## config.mk

```make
export PLATFORM = sky130hd
export DESIGN_NAME = ldpd_dimmer
export DESIGN_NICKNAME = d
export VERILOG_FILES = /design/src/ldpd_pkg.sv /design/src/ldpd_chan.sv /design/src/ldpd_dimmer.sv /design/src/ldpd_tick.sv
export SDC_FILE = /design/constraint.sdc
export NUM_CORES = 1
export LEC_CHECK = 0
export CORE_MARGIN = 3
export CORE_UTILIZATION = 52
export DETAILED_ROUTE_END_ITERATION = 16
export DONT_BUFFER_PORTS = 1
export PLACE_DENSITY = 0.75
export SETUP_SLACK_MARGIN = 0.1
export SKIP_CTS_REPAIR_TIMING = 1
export SYNTH_ARGS = -nofsm -noshare
export SYNTH_HDL_FRONTEND = slang
export SYNTH_HIERARCHICAL = 1
export SYNTH_SLANG_ARGS = --single-unit
```

## constraint.sdc

```tcl
create_clock -name sys_clk_i -period 10.01 [get_ports sys_clk_i]
set_input_delay 0.5005 -clock sys_clk_i [delete_from_list [all_inputs] [get_ports sys_clk_i]]
set_output_delay 0.5005 -clock sys_clk_i [all_outputs]
set_load 0.02 [all_outputs]
```

## src/ldpd_pkg.sv

```systemverilog
// Purpose: Shared constants and types for the four-channel LED dimmer.
// Assumes: 10 MHz system clock; register port is a byte-wide write/read port.
// Notes:   All timing counts are derived from the clock rate below.
package ldpd_pkg;

  // Register addresses
  localparam logic [3:0] ADDR_CFG    = 4'h1;   // Output configuration
  localparam logic [3:0] ADDR_LED0   = 4'h2;   // First brightness register
  localparam logic [3:0] ADDR_LED3   = 4'h5;   // Last brightness register
  localparam logic [3:0] ADDR_GDUTY  = 4'h6;   // Group duty
  localparam logic [3:0] ADDR_GPER   = 4'h7;   // Group period
  localparam logic [3:0] ADDR_STATE  = 4'h8;   // LED state select

  // Output configuration field positions
  localparam int CFG_GRP_FN_BIT = 5;           // Group function select
  localparam int CFG_INV_BIT    = 4;           // Output polarity invert
  localparam int CFG_UPD_BIT    = 3;           // Output update point
  localparam int CFG_DRV_BIT    = 2;           // Output drive type

  // Reset values
  localparam logic [1:0] CFG_UNUSED_RST = 2'h1;  // Unused low field
  localparam logic [7:0] BRIGHT_RST     = 8'h00;
  localparam logic [7:0] GDUTY_RST      = 8'hFF;
  localparam logic [7:0] GPER_RST       = 8'h00;
  localparam logic [7:0] STATE_RST      = 8'h00;
  localparam logic [7:0] RD_NONE        = 8'h00;  // Unmapped read value

  // Timing
  localparam longint CLK_HZ           = 10_000_000;
  localparam longint IND_FREQ_MHZ     = 1_562_500;   // 1.5625 kHz, in mHz
  localparam longint IND_STEPS        = 256;
  localparam longint DIM_FREQ_MHZ     = 6_250_000;   // 6.25 kHz, in mHz
  localparam longint DIM_STEPS        = 64;
  localparam longint GRP_DIM_HZ       = 190;
  localparam longint GRP_STEPS        = 256;
  localparam longint BLINK_DIV        = 24;          // Period = (value+1)/24 s

  // Cycles per individual PWM step; equal for both individual rates
  localparam logic [11:0] IND_STEP_CYC =
    12'(CLK_HZ * 1000 / (IND_FREQ_MHZ * IND_STEPS));
  localparam logic [11:0] DIM_STEP_CYC =
    12'(CLK_HZ * 1000 / (DIM_FREQ_MHZ * DIM_STEPS));
  // Cycles per group dimming step
  localparam logic [11:0] GRP_STEP_CYC = 12'(CLK_HZ / (GRP_DIM_HZ * GRP_STEPS));
  // Cycles per blink step for a period value of zero
  localparam logic [11:0] BLINK_STEP_CYC = 12'(CLK_HZ / (BLINK_DIV * GRP_STEPS));
  // Period values at or above this blink at 6 Hz or slower
  localparam logic [7:0] BLINK_FINE_FROM = 8'h03;

  localparam int LED_CNT = 4;

  // Per-output state field
  typedef enum logic [1:0] {
    LS_OFF = 2'b00,   // Held off
    LS_ON  = 2'b01,   // Fully on
    LS_IND = 2'b10,   // Individual PWM only
    LS_GRP = 2'b11    // Individual and group
  } ldpd_led_state_e;

endpackage

```

## src/ldpd_chan.sv

```systemverilog
// Purpose: One LED output: duty compare, state select, polarity and drive.
// Assumes: Phase and group gate come from the shared counters.
// Notes:   Logical on means the pin sinks current when not inverted.
`timescale 1ns/1ns
module ldpd_chan (
  // Clock and reset
  input  wire logic       sys_clk_i,
  input  wire logic       rst_i,
  // Timing
  input  wire logic [7:0] phase_i,    // Individual PWM phase
  input  wire logic       dim_i,      // Group dimming selected
  input  wire logic       grp_on_i,   // Group waveform level
  input  wire logic       hold_i,     // Oscillator stopped
  // Settings
  input  wire logic [7:0] duty_i,     // Active brightness value
  input  wire logic [1:0] field_i,    // Active state field
  input  wire logic       inv_i,      // Output polarity invert
  input  wire logic       totem_i,    // Totem-pole drive
  // Pin
  output logic            led_o,
  output logic            led_oe_o
);
  import ldpd_pkg::*;

  typedef struct packed {
    logic on;    // Logical LED state
    logic out;   // Pin output value
    logic oe;    // Pin output enable
  } ldpd_chan_s;

  ldpd_chan_s s_q, s_d;
  logic       ind_on;   // Individual waveform level
  logic       pin_lvl;  // Electrical level wanted on the pin

  // Output logic
  always_comb begin
    s_d = s_q;
    // Count below duty keeps the output asserted from period start
    // Only group-controlled outputs take the fast rate while dimming
    if (dim_i && field_i == LS_GRP) begin
      ind_on = phase_i[5:0] < duty_i[7:2];  // Six bits at the fast rate
    end else begin
      ind_on = phase_i < duty_i;            // Full eight bits
    end
    if (!hold_i) begin                      // Frozen while asleep
      case (ldpd_led_state_e'(field_i))
        LS_OFF:  s_d.on = 1'b0;
        LS_ON:   s_d.on = 1'b1;
        LS_IND:  s_d.on = ind_on;
        LS_GRP:  s_d.on = ind_on & grp_on_i;
        default: s_d.on = 1'b0;
      endcase
    end
    // Lit means low when not inverted
    pin_lvl = ~s_d.on ^ inv_i;
    if (totem_i) begin                      // Drive both levels
      s_d.out = pin_lvl;
      s_d.oe  = 1'b1;
    end else begin                          // Sink only, release for high
      s_d.out = 1'b0;
      s_d.oe  = ~pin_lvl;
    end
  end

  // State register; pins released during reset
  always_ff @(posedge sys_clk_i or posedge rst_i) begin
    if (rst_i) begin
      s_q <= '0;
    end else begin
      s_q <= s_d;
    end
  end

  assign led_o    = s_q.out;
  assign led_oe_o = s_q.oe;
endmodule

```

## src/ldpd_dimmer.sv

```systemverilog
// Behaviour
// - Config bit 5 picks dimming or blinking.
// - Config bit 4 inverts all outputs.
// - Config bit 3 picks STOP or ACK update.
// - Deferred update covers only addresses 02h-08h.
// - Config bit 2 picks open-drain or totem-pole.
// - Individual mode: 1.5625 kHz, duty value/256.
// - Dimming: field 11 outputs at 6.25 kHz, upper six bits only.
// - Blinking: 1.5625 kHz, all eight bits.
// - Dimming gates with fixed 190 Hz group wave.
// - Dimming group duty uses upper four bits.
// - Blinking: duty sets ratio, period sets period.
// - Fast blink uses upper six duty bits.
// - Slow blink uses all eight duty bits.
// - Blink period is (value+1)/24 seconds.
// - State register: four 2-bit fields, reset 00.
// - Field 00 holds output off.
// - Field 01 holds output fully on.
// - Field 10: individual waveform only.
// - Field 11: individual gated by group.
// - Low power freezes all outputs; config writes still change polarity and drive at once.
//
// Purpose: Four-channel LED PWM engine with group dimming and blinking.
// Assumes: Byte writes arrive already decoded from the serial slave; the
//          slave flags the acknowledge and STOP of each transfer as pulses.
// Notes:   Reads return the staged contents, not the active copies.
`timescale 1ns/1ns
module ldpd_dimmer (
  // Clock and reset
  input  wire logic       sys_clk_i,
  input  wire logic       rst_i,
  // Register write port
  input  wire logic       wr_en_i,
  input  wire logic [3:0] wr_addr_i,
  input  wire logic [7:0] wr_data_i,
  // Register read port
  input  wire logic [3:0] rd_addr_i,
  output logic      [7:0] rd_data_o,
  // Transfer events
  input  wire logic       bus_ack_i,
  input  wire logic       bus_stop_i,
  // Oscillator stopped by low-power bit
  input  wire logic       low_power_i,
  // LED pins
  output logic      [ldpd_pkg::LED_CNT-1:0] led_o,
  output logic      [ldpd_pkg::LED_CNT-1:0] led_oe_o
);
  import ldpd_pkg::*;

  typedef struct packed {
    logic                    grp_fn;     // 1 = blinking
    logic                    inv;        // Output polarity invert
    logic                    upd_ack;    // 1 = update on acknowledge
    logic                    drv;        // 1 = totem pole
    logic [1:0]              unused;     // Unused low field
    logic [LED_CNT-1:0][7:0] sh_bright;  // Staged brightness
    logic [7:0]              sh_gduty;   // Staged group duty
    logic [7:0]              sh_gper;    // Staged group period
    logic [7:0]              sh_state;   // Staged state fields
    logic [LED_CNT-1:0][7:0] act_bright; // Active brightness
    logic [7:0]              act_gduty;  // Active group duty
    logic [7:0]              act_gper;   // Active group period
    logic [7:0]              act_state;  // Active state fields
    logic [7:0]              ind_phase;  // Individual PWM phase
    logic [7:0]              grp_phase;  // Group waveform phase
    logic [7:0]              blk_cnt;    // Blink steps prescale
    logic                    grp_on;     // Group waveform level
    logic [7:0]              rd_data;    // Read data
  } ldpd_top_s;

  ldpd_top_s s_q, s_d;

  logic       ind_tick;    // Individual step
  logic       dim_tick;    // Group dimming step
  logic       blink_tick;  // Base blink step
  logic       upd_pt;      // Selected update point
  logic [7:0] gduty_eff;   // Group duty at the active resolution

  // Individual steps; both individual rates share one step length
  ldpd_tick #(.DIV(IND_STEP_CYC)) u_ind_tick (
    .sys_clk_i (sys_clk_i),
    .rst_i     (rst_i),
    .hold_i    (low_power_i),
    .tick_o    (ind_tick)
  );

  // Group dimming steps at the fixed group rate
  ldpd_tick #(.DIV(GRP_STEP_CYC)) u_dim_tick (
    .sys_clk_i (sys_clk_i),
    .rst_i     (rst_i),
    .hold_i    (low_power_i),
    .tick_o    (dim_tick)
  );

  // Blink base steps for a period value of zero
  ldpd_tick #(.DIV(BLINK_STEP_CYC)) u_blink_tick (
    .sys_clk_i (sys_clk_i),
    .rst_i     (rst_i),
    .hold_i    (low_power_i),
    .tick_o    (blink_tick)
  );

  // Update point chosen by the config bit
  assign upd_pt = s_q.upd_ack ? bus_ack_i : bus_stop_i;

  // Next-state logic
  always_comb begin
    s_d = s_q;

    // Register writes; config is immediate, 02h-08h go to staging
    if (wr_en_i) begin
      case (wr_addr_i)
        ADDR_CFG: begin
          s_d.grp_fn  = wr_data_i[CFG_GRP_FN_BIT];
          s_d.inv     = wr_data_i[CFG_INV_BIT];
          s_d.upd_ack = wr_data_i[CFG_UPD_BIT];
          s_d.drv     = wr_data_i[CFG_DRV_BIT];
          s_d.unused  = wr_data_i[1:0];
        end
        ADDR_GDUTY: s_d.sh_gduty = wr_data_i;
        ADDR_GPER:  s_d.sh_gper  = wr_data_i;
        ADDR_STATE: s_d.sh_state = wr_data_i;
        default: begin
          if (wr_addr_i >= ADDR_LED0 && wr_addr_i <= ADDR_LED3) begin
            s_d.sh_bright[2'(wr_addr_i - ADDR_LED0)] = wr_data_i;
          end
        end
      endcase
    end

    // Staged settings reach the PWM logic only at the update point
    if (upd_pt) begin
      s_d.act_bright = s_d.sh_bright;
      s_d.act_gduty  = s_d.sh_gduty;
      s_d.act_gper   = s_d.sh_gper;
      s_d.act_state  = s_d.sh_state;
    end

    // Individual phase wraps every 256 steps; a tick in flight at sleep is dropped
    if (ind_tick && !low_power_i) begin
      s_d.ind_phase = s_q.ind_phase + 8'h01;
    end

    // Group phase: fixed rate when dimming, period-scaled when blinking
    if (!s_q.grp_fn) begin
      if (dim_tick && !low_power_i) begin
        s_d.grp_phase = s_q.grp_phase + 8'h01;
      end
      s_d.blk_cnt = 8'h00;
    end else if (blink_tick && !low_power_i) begin
      // Each phase step lasts value+1 base steps
      if (s_q.blk_cnt >= s_q.act_gper) begin
        s_d.blk_cnt   = 8'h00;
        s_d.grp_phase = s_q.grp_phase + 8'h01;
      end else begin
        s_d.blk_cnt = s_q.blk_cnt + 8'h01;
      end
    end

    // Group duty resolution depends on mode and blink rate
    if (!s_q.grp_fn) begin
      gduty_eff = {s_q.act_gduty[7:4], 4'h0};
    end else if (s_q.act_gper < BLINK_FINE_FROM) begin
      gduty_eff = {s_q.act_gduty[7:2], 2'h0};
    end else begin
      gduty_eff = s_q.act_gduty;
    end
    if (!low_power_i) begin
      s_d.grp_on = s_q.grp_phase < gduty_eff;
    end

    // Read data from the staged register contents
    case (rd_addr_i)
      ADDR_CFG:   s_d.rd_data = {2'h0, s_q.grp_fn, s_q.inv, s_q.upd_ack, s_q.drv,
                                 s_q.unused};
      ADDR_GDUTY: s_d.rd_data = s_q.sh_gduty;
      ADDR_GPER:  s_d.rd_data = s_q.sh_gper;
      ADDR_STATE: s_d.rd_data = s_q.sh_state;
      default: begin
        if (rd_addr_i >= ADDR_LED0 && rd_addr_i <= ADDR_LED3) begin
          s_d.rd_data = s_q.sh_bright[2'(rd_addr_i - ADDR_LED0)];
        end else begin
          s_d.rd_data = RD_NONE;
        end
      end
    endcase
  end

  // State register
  always_ff @(posedge sys_clk_i or posedge rst_i) begin
    if (rst_i) begin
      s_q            <= '0;
      s_q.unused     <= CFG_UNUSED_RST;
      s_q.sh_bright  <= {LED_CNT{BRIGHT_RST}};
      s_q.act_bright <= {LED_CNT{BRIGHT_RST}};
      s_q.sh_gduty   <= GDUTY_RST;
      s_q.act_gduty  <= GDUTY_RST;
      s_q.sh_gper    <= GPER_RST;
      s_q.act_gper   <= GPER_RST;
      s_q.sh_state   <= STATE_RST;
      s_q.act_state  <= STATE_RST;
    end else begin
      s_q <= s_d;
    end
  end

  assign rd_data_o = s_q.rd_data;

  // One output stage per LED
  for (genvar gi = 0; gi < LED_CNT; gi++) begin : g_chan
    ldpd_chan u_chan (
      .sys_clk_i (sys_clk_i),
      .rst_i     (rst_i),
      .phase_i   (s_q.ind_phase),
      .dim_i     (~s_q.grp_fn),
      .grp_on_i  (s_q.grp_on),
      .hold_i    (low_power_i),
      .duty_i    (s_q.act_bright[gi]),
      .field_i   (s_q.act_state[2*gi +: 2]),
      .inv_i     (s_q.inv),
      .totem_i   (s_q.drv),
      .led_o     (led_o[gi]),
      .led_oe_o  (led_oe_o[gi])
    );
  end
endmodule

```

## src/ldpd_tick.sv

```systemverilog
// Purpose: Step prescaler producing a one-cycle tick every DIV cycles.
// Assumes: DIV is at least 2.
// Notes:   Holding freezes the count so timing resumes where it stopped.
`timescale 1ns/1ns
module ldpd_tick #(
  parameter logic [11:0] DIV = 12'h019
) (
  // Clock and reset
  input  wire logic sys_clk_i,
  input  wire logic rst_i,
  // Control
  input  wire logic hold_i,
  // Tick
  output logic      tick_o
);
  import ldpd_pkg::*;

  typedef struct packed {
    logic [11:0] cnt;   // Cycles into the step
    logic        tick;  // Step boundary pulse
  } ldpd_tick_s;

  ldpd_tick_s s_q, s_d;

  // Count to DIV-1 then wrap with a tick
  always_comb begin
    s_d      = s_q;
    s_d.tick = 1'b0;
    if (!hold_i) begin
      if (s_q.cnt == DIV - 12'h001) begin
        s_d.cnt  = 12'h000;
        s_d.tick = 1'b1;
      end else begin
        s_d.cnt = s_q.cnt + 12'h001;
      end
    end
  end

  // State register
  always_ff @(posedge sys_clk_i or posedge rst_i) begin
    if (rst_i) begin
      s_q <= '0;
    end else begin
      s_q <= s_d;
    end
  end

  assign tick_o = s_q.tick;

endmodule
```

==> summary.txt <==
Timing
  – Hold Violations, Final: 2
  – Slew @ Worst Pin: 1.06 ns
  – # setup viols final: 0
  – Fin Hold WS: -0.00817 ns
  – Final setup TNS: 0 ns
  – Max Slew Vio Count: 0
  – Worst clock skew: 0.0202 ns
  – Max Clock Freq: 0.419 GHz
  – Slew Limit Headroom: 0.283
  – RSZ-0062 raised after global routing: false
  – Crit share post-route: 0.238
  – Post-route minimum period: 2.39 ns

CTS
  – Clk buf depth: 3
  – CTS tree: done
  – H-Tree Depth: 1
  – Clock Pin Slew Worst Setup and Hold Paths: 0.06 ns
  – CTS sink count: 202
  – Total CTS buffers: 22
  – Clk Latency, worst-skew pair: 0.51 ns
  – CTS Root Cell: clkbuf_16

Worst hold path
  – Hold crit path type: input port to asynchronous set/reset pin

Synthesis
  – Synth top area share: 0.440
  – Post-Syn Instances: 908
  – Top post-synthesis cells by area: dfrtp_1 44%, mux2_2 12%, ha_1 8.6%
  – Syn Nets: 1,002
  – Synth Register Bits: 202
  – Avg Inst Size Synth: 11.6 um2
  – Synthesis Warnings: 6
  – Asr flop ratio synth: 1.00
  – Cell type with the highest aggregate area in the netlist: dfrtp_1
  – EDFF count, synth: 0
  – Ys flop type: dfrtp_1
  – Sequential area share after synthesis: 0.482
  – Netlist cell types: 63
  – Mapped Area: 10,500 um2

Drt
  – Residual DRC: 0
  – DR WL/cell: 19.1 um
  – Vias/cell: 5.73
  – Drt first-iter violations: 394
  – Routed WL: 22.8 mm
  – Vias: 6,834
  – Post-route ant nets: 0
  – Pre-antenna DRT Iters: 5

Worst setup path
  – CP required: 10.41 ns
  – CP Class: flip-flop to flip-flop
  – Crit path capture type: flip-flop
  – Setup crit start: s_q[12]
  – Critical Path AT: 2.78 ns
  – Crit path launch type: flip-flop
  – CP max FO: 7
  – RR Startpoint: s_q[12]

Die
  – Rows: 51
  – Die H: 148 um
  – Initial core utilization: 0.536
  – Area of the core: 19,700 um2
  – # IOs: 38
  – Die area: 22,000 um2
  – Die Wd: 148 um

Cells and area
  – Design Area, Final: 11,500 um2
  – Layout cells sized above 1: 0.214
  – Antenna Cells: 0
  – Layout overhead on the synthesized area: 8.82%
  – Fin cells: 1,193
  – NumNets Final: 1,007

Power and ir drop
  – Peak VDD IR: 144 uV
  – PwrDens: 235 nW/um2
  – Leakage: 5.26 nW

Global routing
  – Antenna violations before repair: 0
  – First-pass GRT wire length: 37.6 mm
  – Largest net degree at the start of global routing: 87
  – Vias in the first global route: 7,090
  – Gr usage total: 0.214
  – GRT overflow: 0

Run
  – Max cap viols: 0

Place
  – Cell total after placement: 1,153
  – DP HPWL: 15.9 mm
  – PortBufs: 0
  – Placed cell area: 10,800 um2
  – Placer Congestion: 0.859

Status
  – Outcome: finished, violations left
  – Failing checks: hold timing
## per-stage QoR
| step | utilization | worst slack (ns) | power (W) |
|---|---|---|---|
| detailed placement | 0.548 | 7.69 | 0.00194 |
| global placement | 0.548 | 7.74 | 0.00190 |
| CTS | 0.582 | 7.66 | 0.00271 |
| finish | 0.583 | 7.62 | 0.00269 |
| global route | 0.583 | 7.39 | 0.00287 |
| floorplan | - | 5.47 | 0.00175 |
## critical path, stage by stage (launching register included)
cell,delay (ns)
dfrtp_1,0.42
ha_1,0.33
a211oi_1,0.25
nand2_1,0.12
o2111ai_1,0.51
nand3b_1,0.27
o311ai_0,0.36
## layout by cell type (no fill, tap or decap), drive strengths merged, types with 22 or more instances in the layout
cell type | synthesis | routed
dfrtp | 185 | 185
mux2 | 121 | 121
inv | 76 | 76
ha | 72 | 72
nand2 | 71 | 71
nor2 | 54 | 54
clkbuf | 9 | 31
xor2 | 28 | 28
o21ai | 25 | 25
nand3 | 22 | 22
## cells in the mapped netlist, drive strengths merged (17+ instances only)
library cell,count
nor2,54
nand3,22
a21oi,20
xor2,28
inv,76
mux2,121
nand2,71
dfstp,17
dfrtp,185
ha,72
o21ai,25
## routing by layer
| metal | vias up | track usage | share of wire |
|---|---|---|---|
| met2 | 121 | 0.344 | 0.46 |
| met1 | 3459 | 0.302 | 0.46 |
| met3 | 33 | 0.0378 | 0.052 |
| met5 | - | 0 | 0 |
| met4 | 0 | 0.0587 | 0.023 |
| li1 | 3221 | - | - |
## path summary, 6_finish.rpt
kind	cells after the start	slack, ns	endpoint
min in group sys_clk_i	1	0.14	s_q[150]
worst max-delay path	6	7.62	s_q[14]
max in group asynchronous	2	8.67	s_q[138]
worst min-delay path	1	-0.008	s_q[8]
worst min register to register	1	0.48	u_blink_tick/s_q[12]
worst max register to register	6	7.62	s_q[14]
## final cells by class
cell class	instances	area, um2
Fill cell	1635	8200
Tap cell	265	332
Sequential cell	202	5080
Clock buffer	31	624
Inverter	76	290
Multi-Input combinational cell	607	5040
Timing Repair Buffer	4	32.5
Clock inverter	8	56.3
## sequential cells by signal, indices dropped and copies added, names as in the netlist
| register | count |
|---|---|
| s_q | 143 |
| u_blink_tick/s_q | 12 |
| u_dim_tick/s_q | 12 |
| u_ind_tick/s_q | 12 |
| rd_data_o | 8 |
| g_chan.u_chan/led_o | 4 |
| g_chan.u_chan/led_oe_o | 4 |
| g_chan.u_chan/s_q | 4 |
| u_blink_tick/tick_o | 1 |
| u_dim_tick/tick_o | 1 |
| u_ind_tick/tick_o | 1 |
## logic make-up (layout without fill, tap and decap cells)
group                      count (synthesis)  after routing  share of synthesized area
AOI/OAI and AO/OA                         96             96                     0.0647
xor gates and xnor gates                  44             44                     0.0366
adders and majority gates                 72             72                     0.0856
buffers and inverters                     99            119                     0.0386
DFF                                      202            202                      0.482
muxes                                    142            142                      0.159
and+or+nand+nor                          253            253                      0.133
## report_power, final
part / switching [W] / leakage [nW] / internal [W] / total, W
clock: 0.000328 / 0.333 / 0.000436 / 0.000764
combinational: 0.000329 / 2.44 / 0.000321 / 0.000650
sequential: 0.000227 / 2.49 / 0.00105 / 0.00128
total: 0.000884 / 5.26 / 0.00181 / 0.00269
No activity file was read; power rests on OpenSTA's default activity.
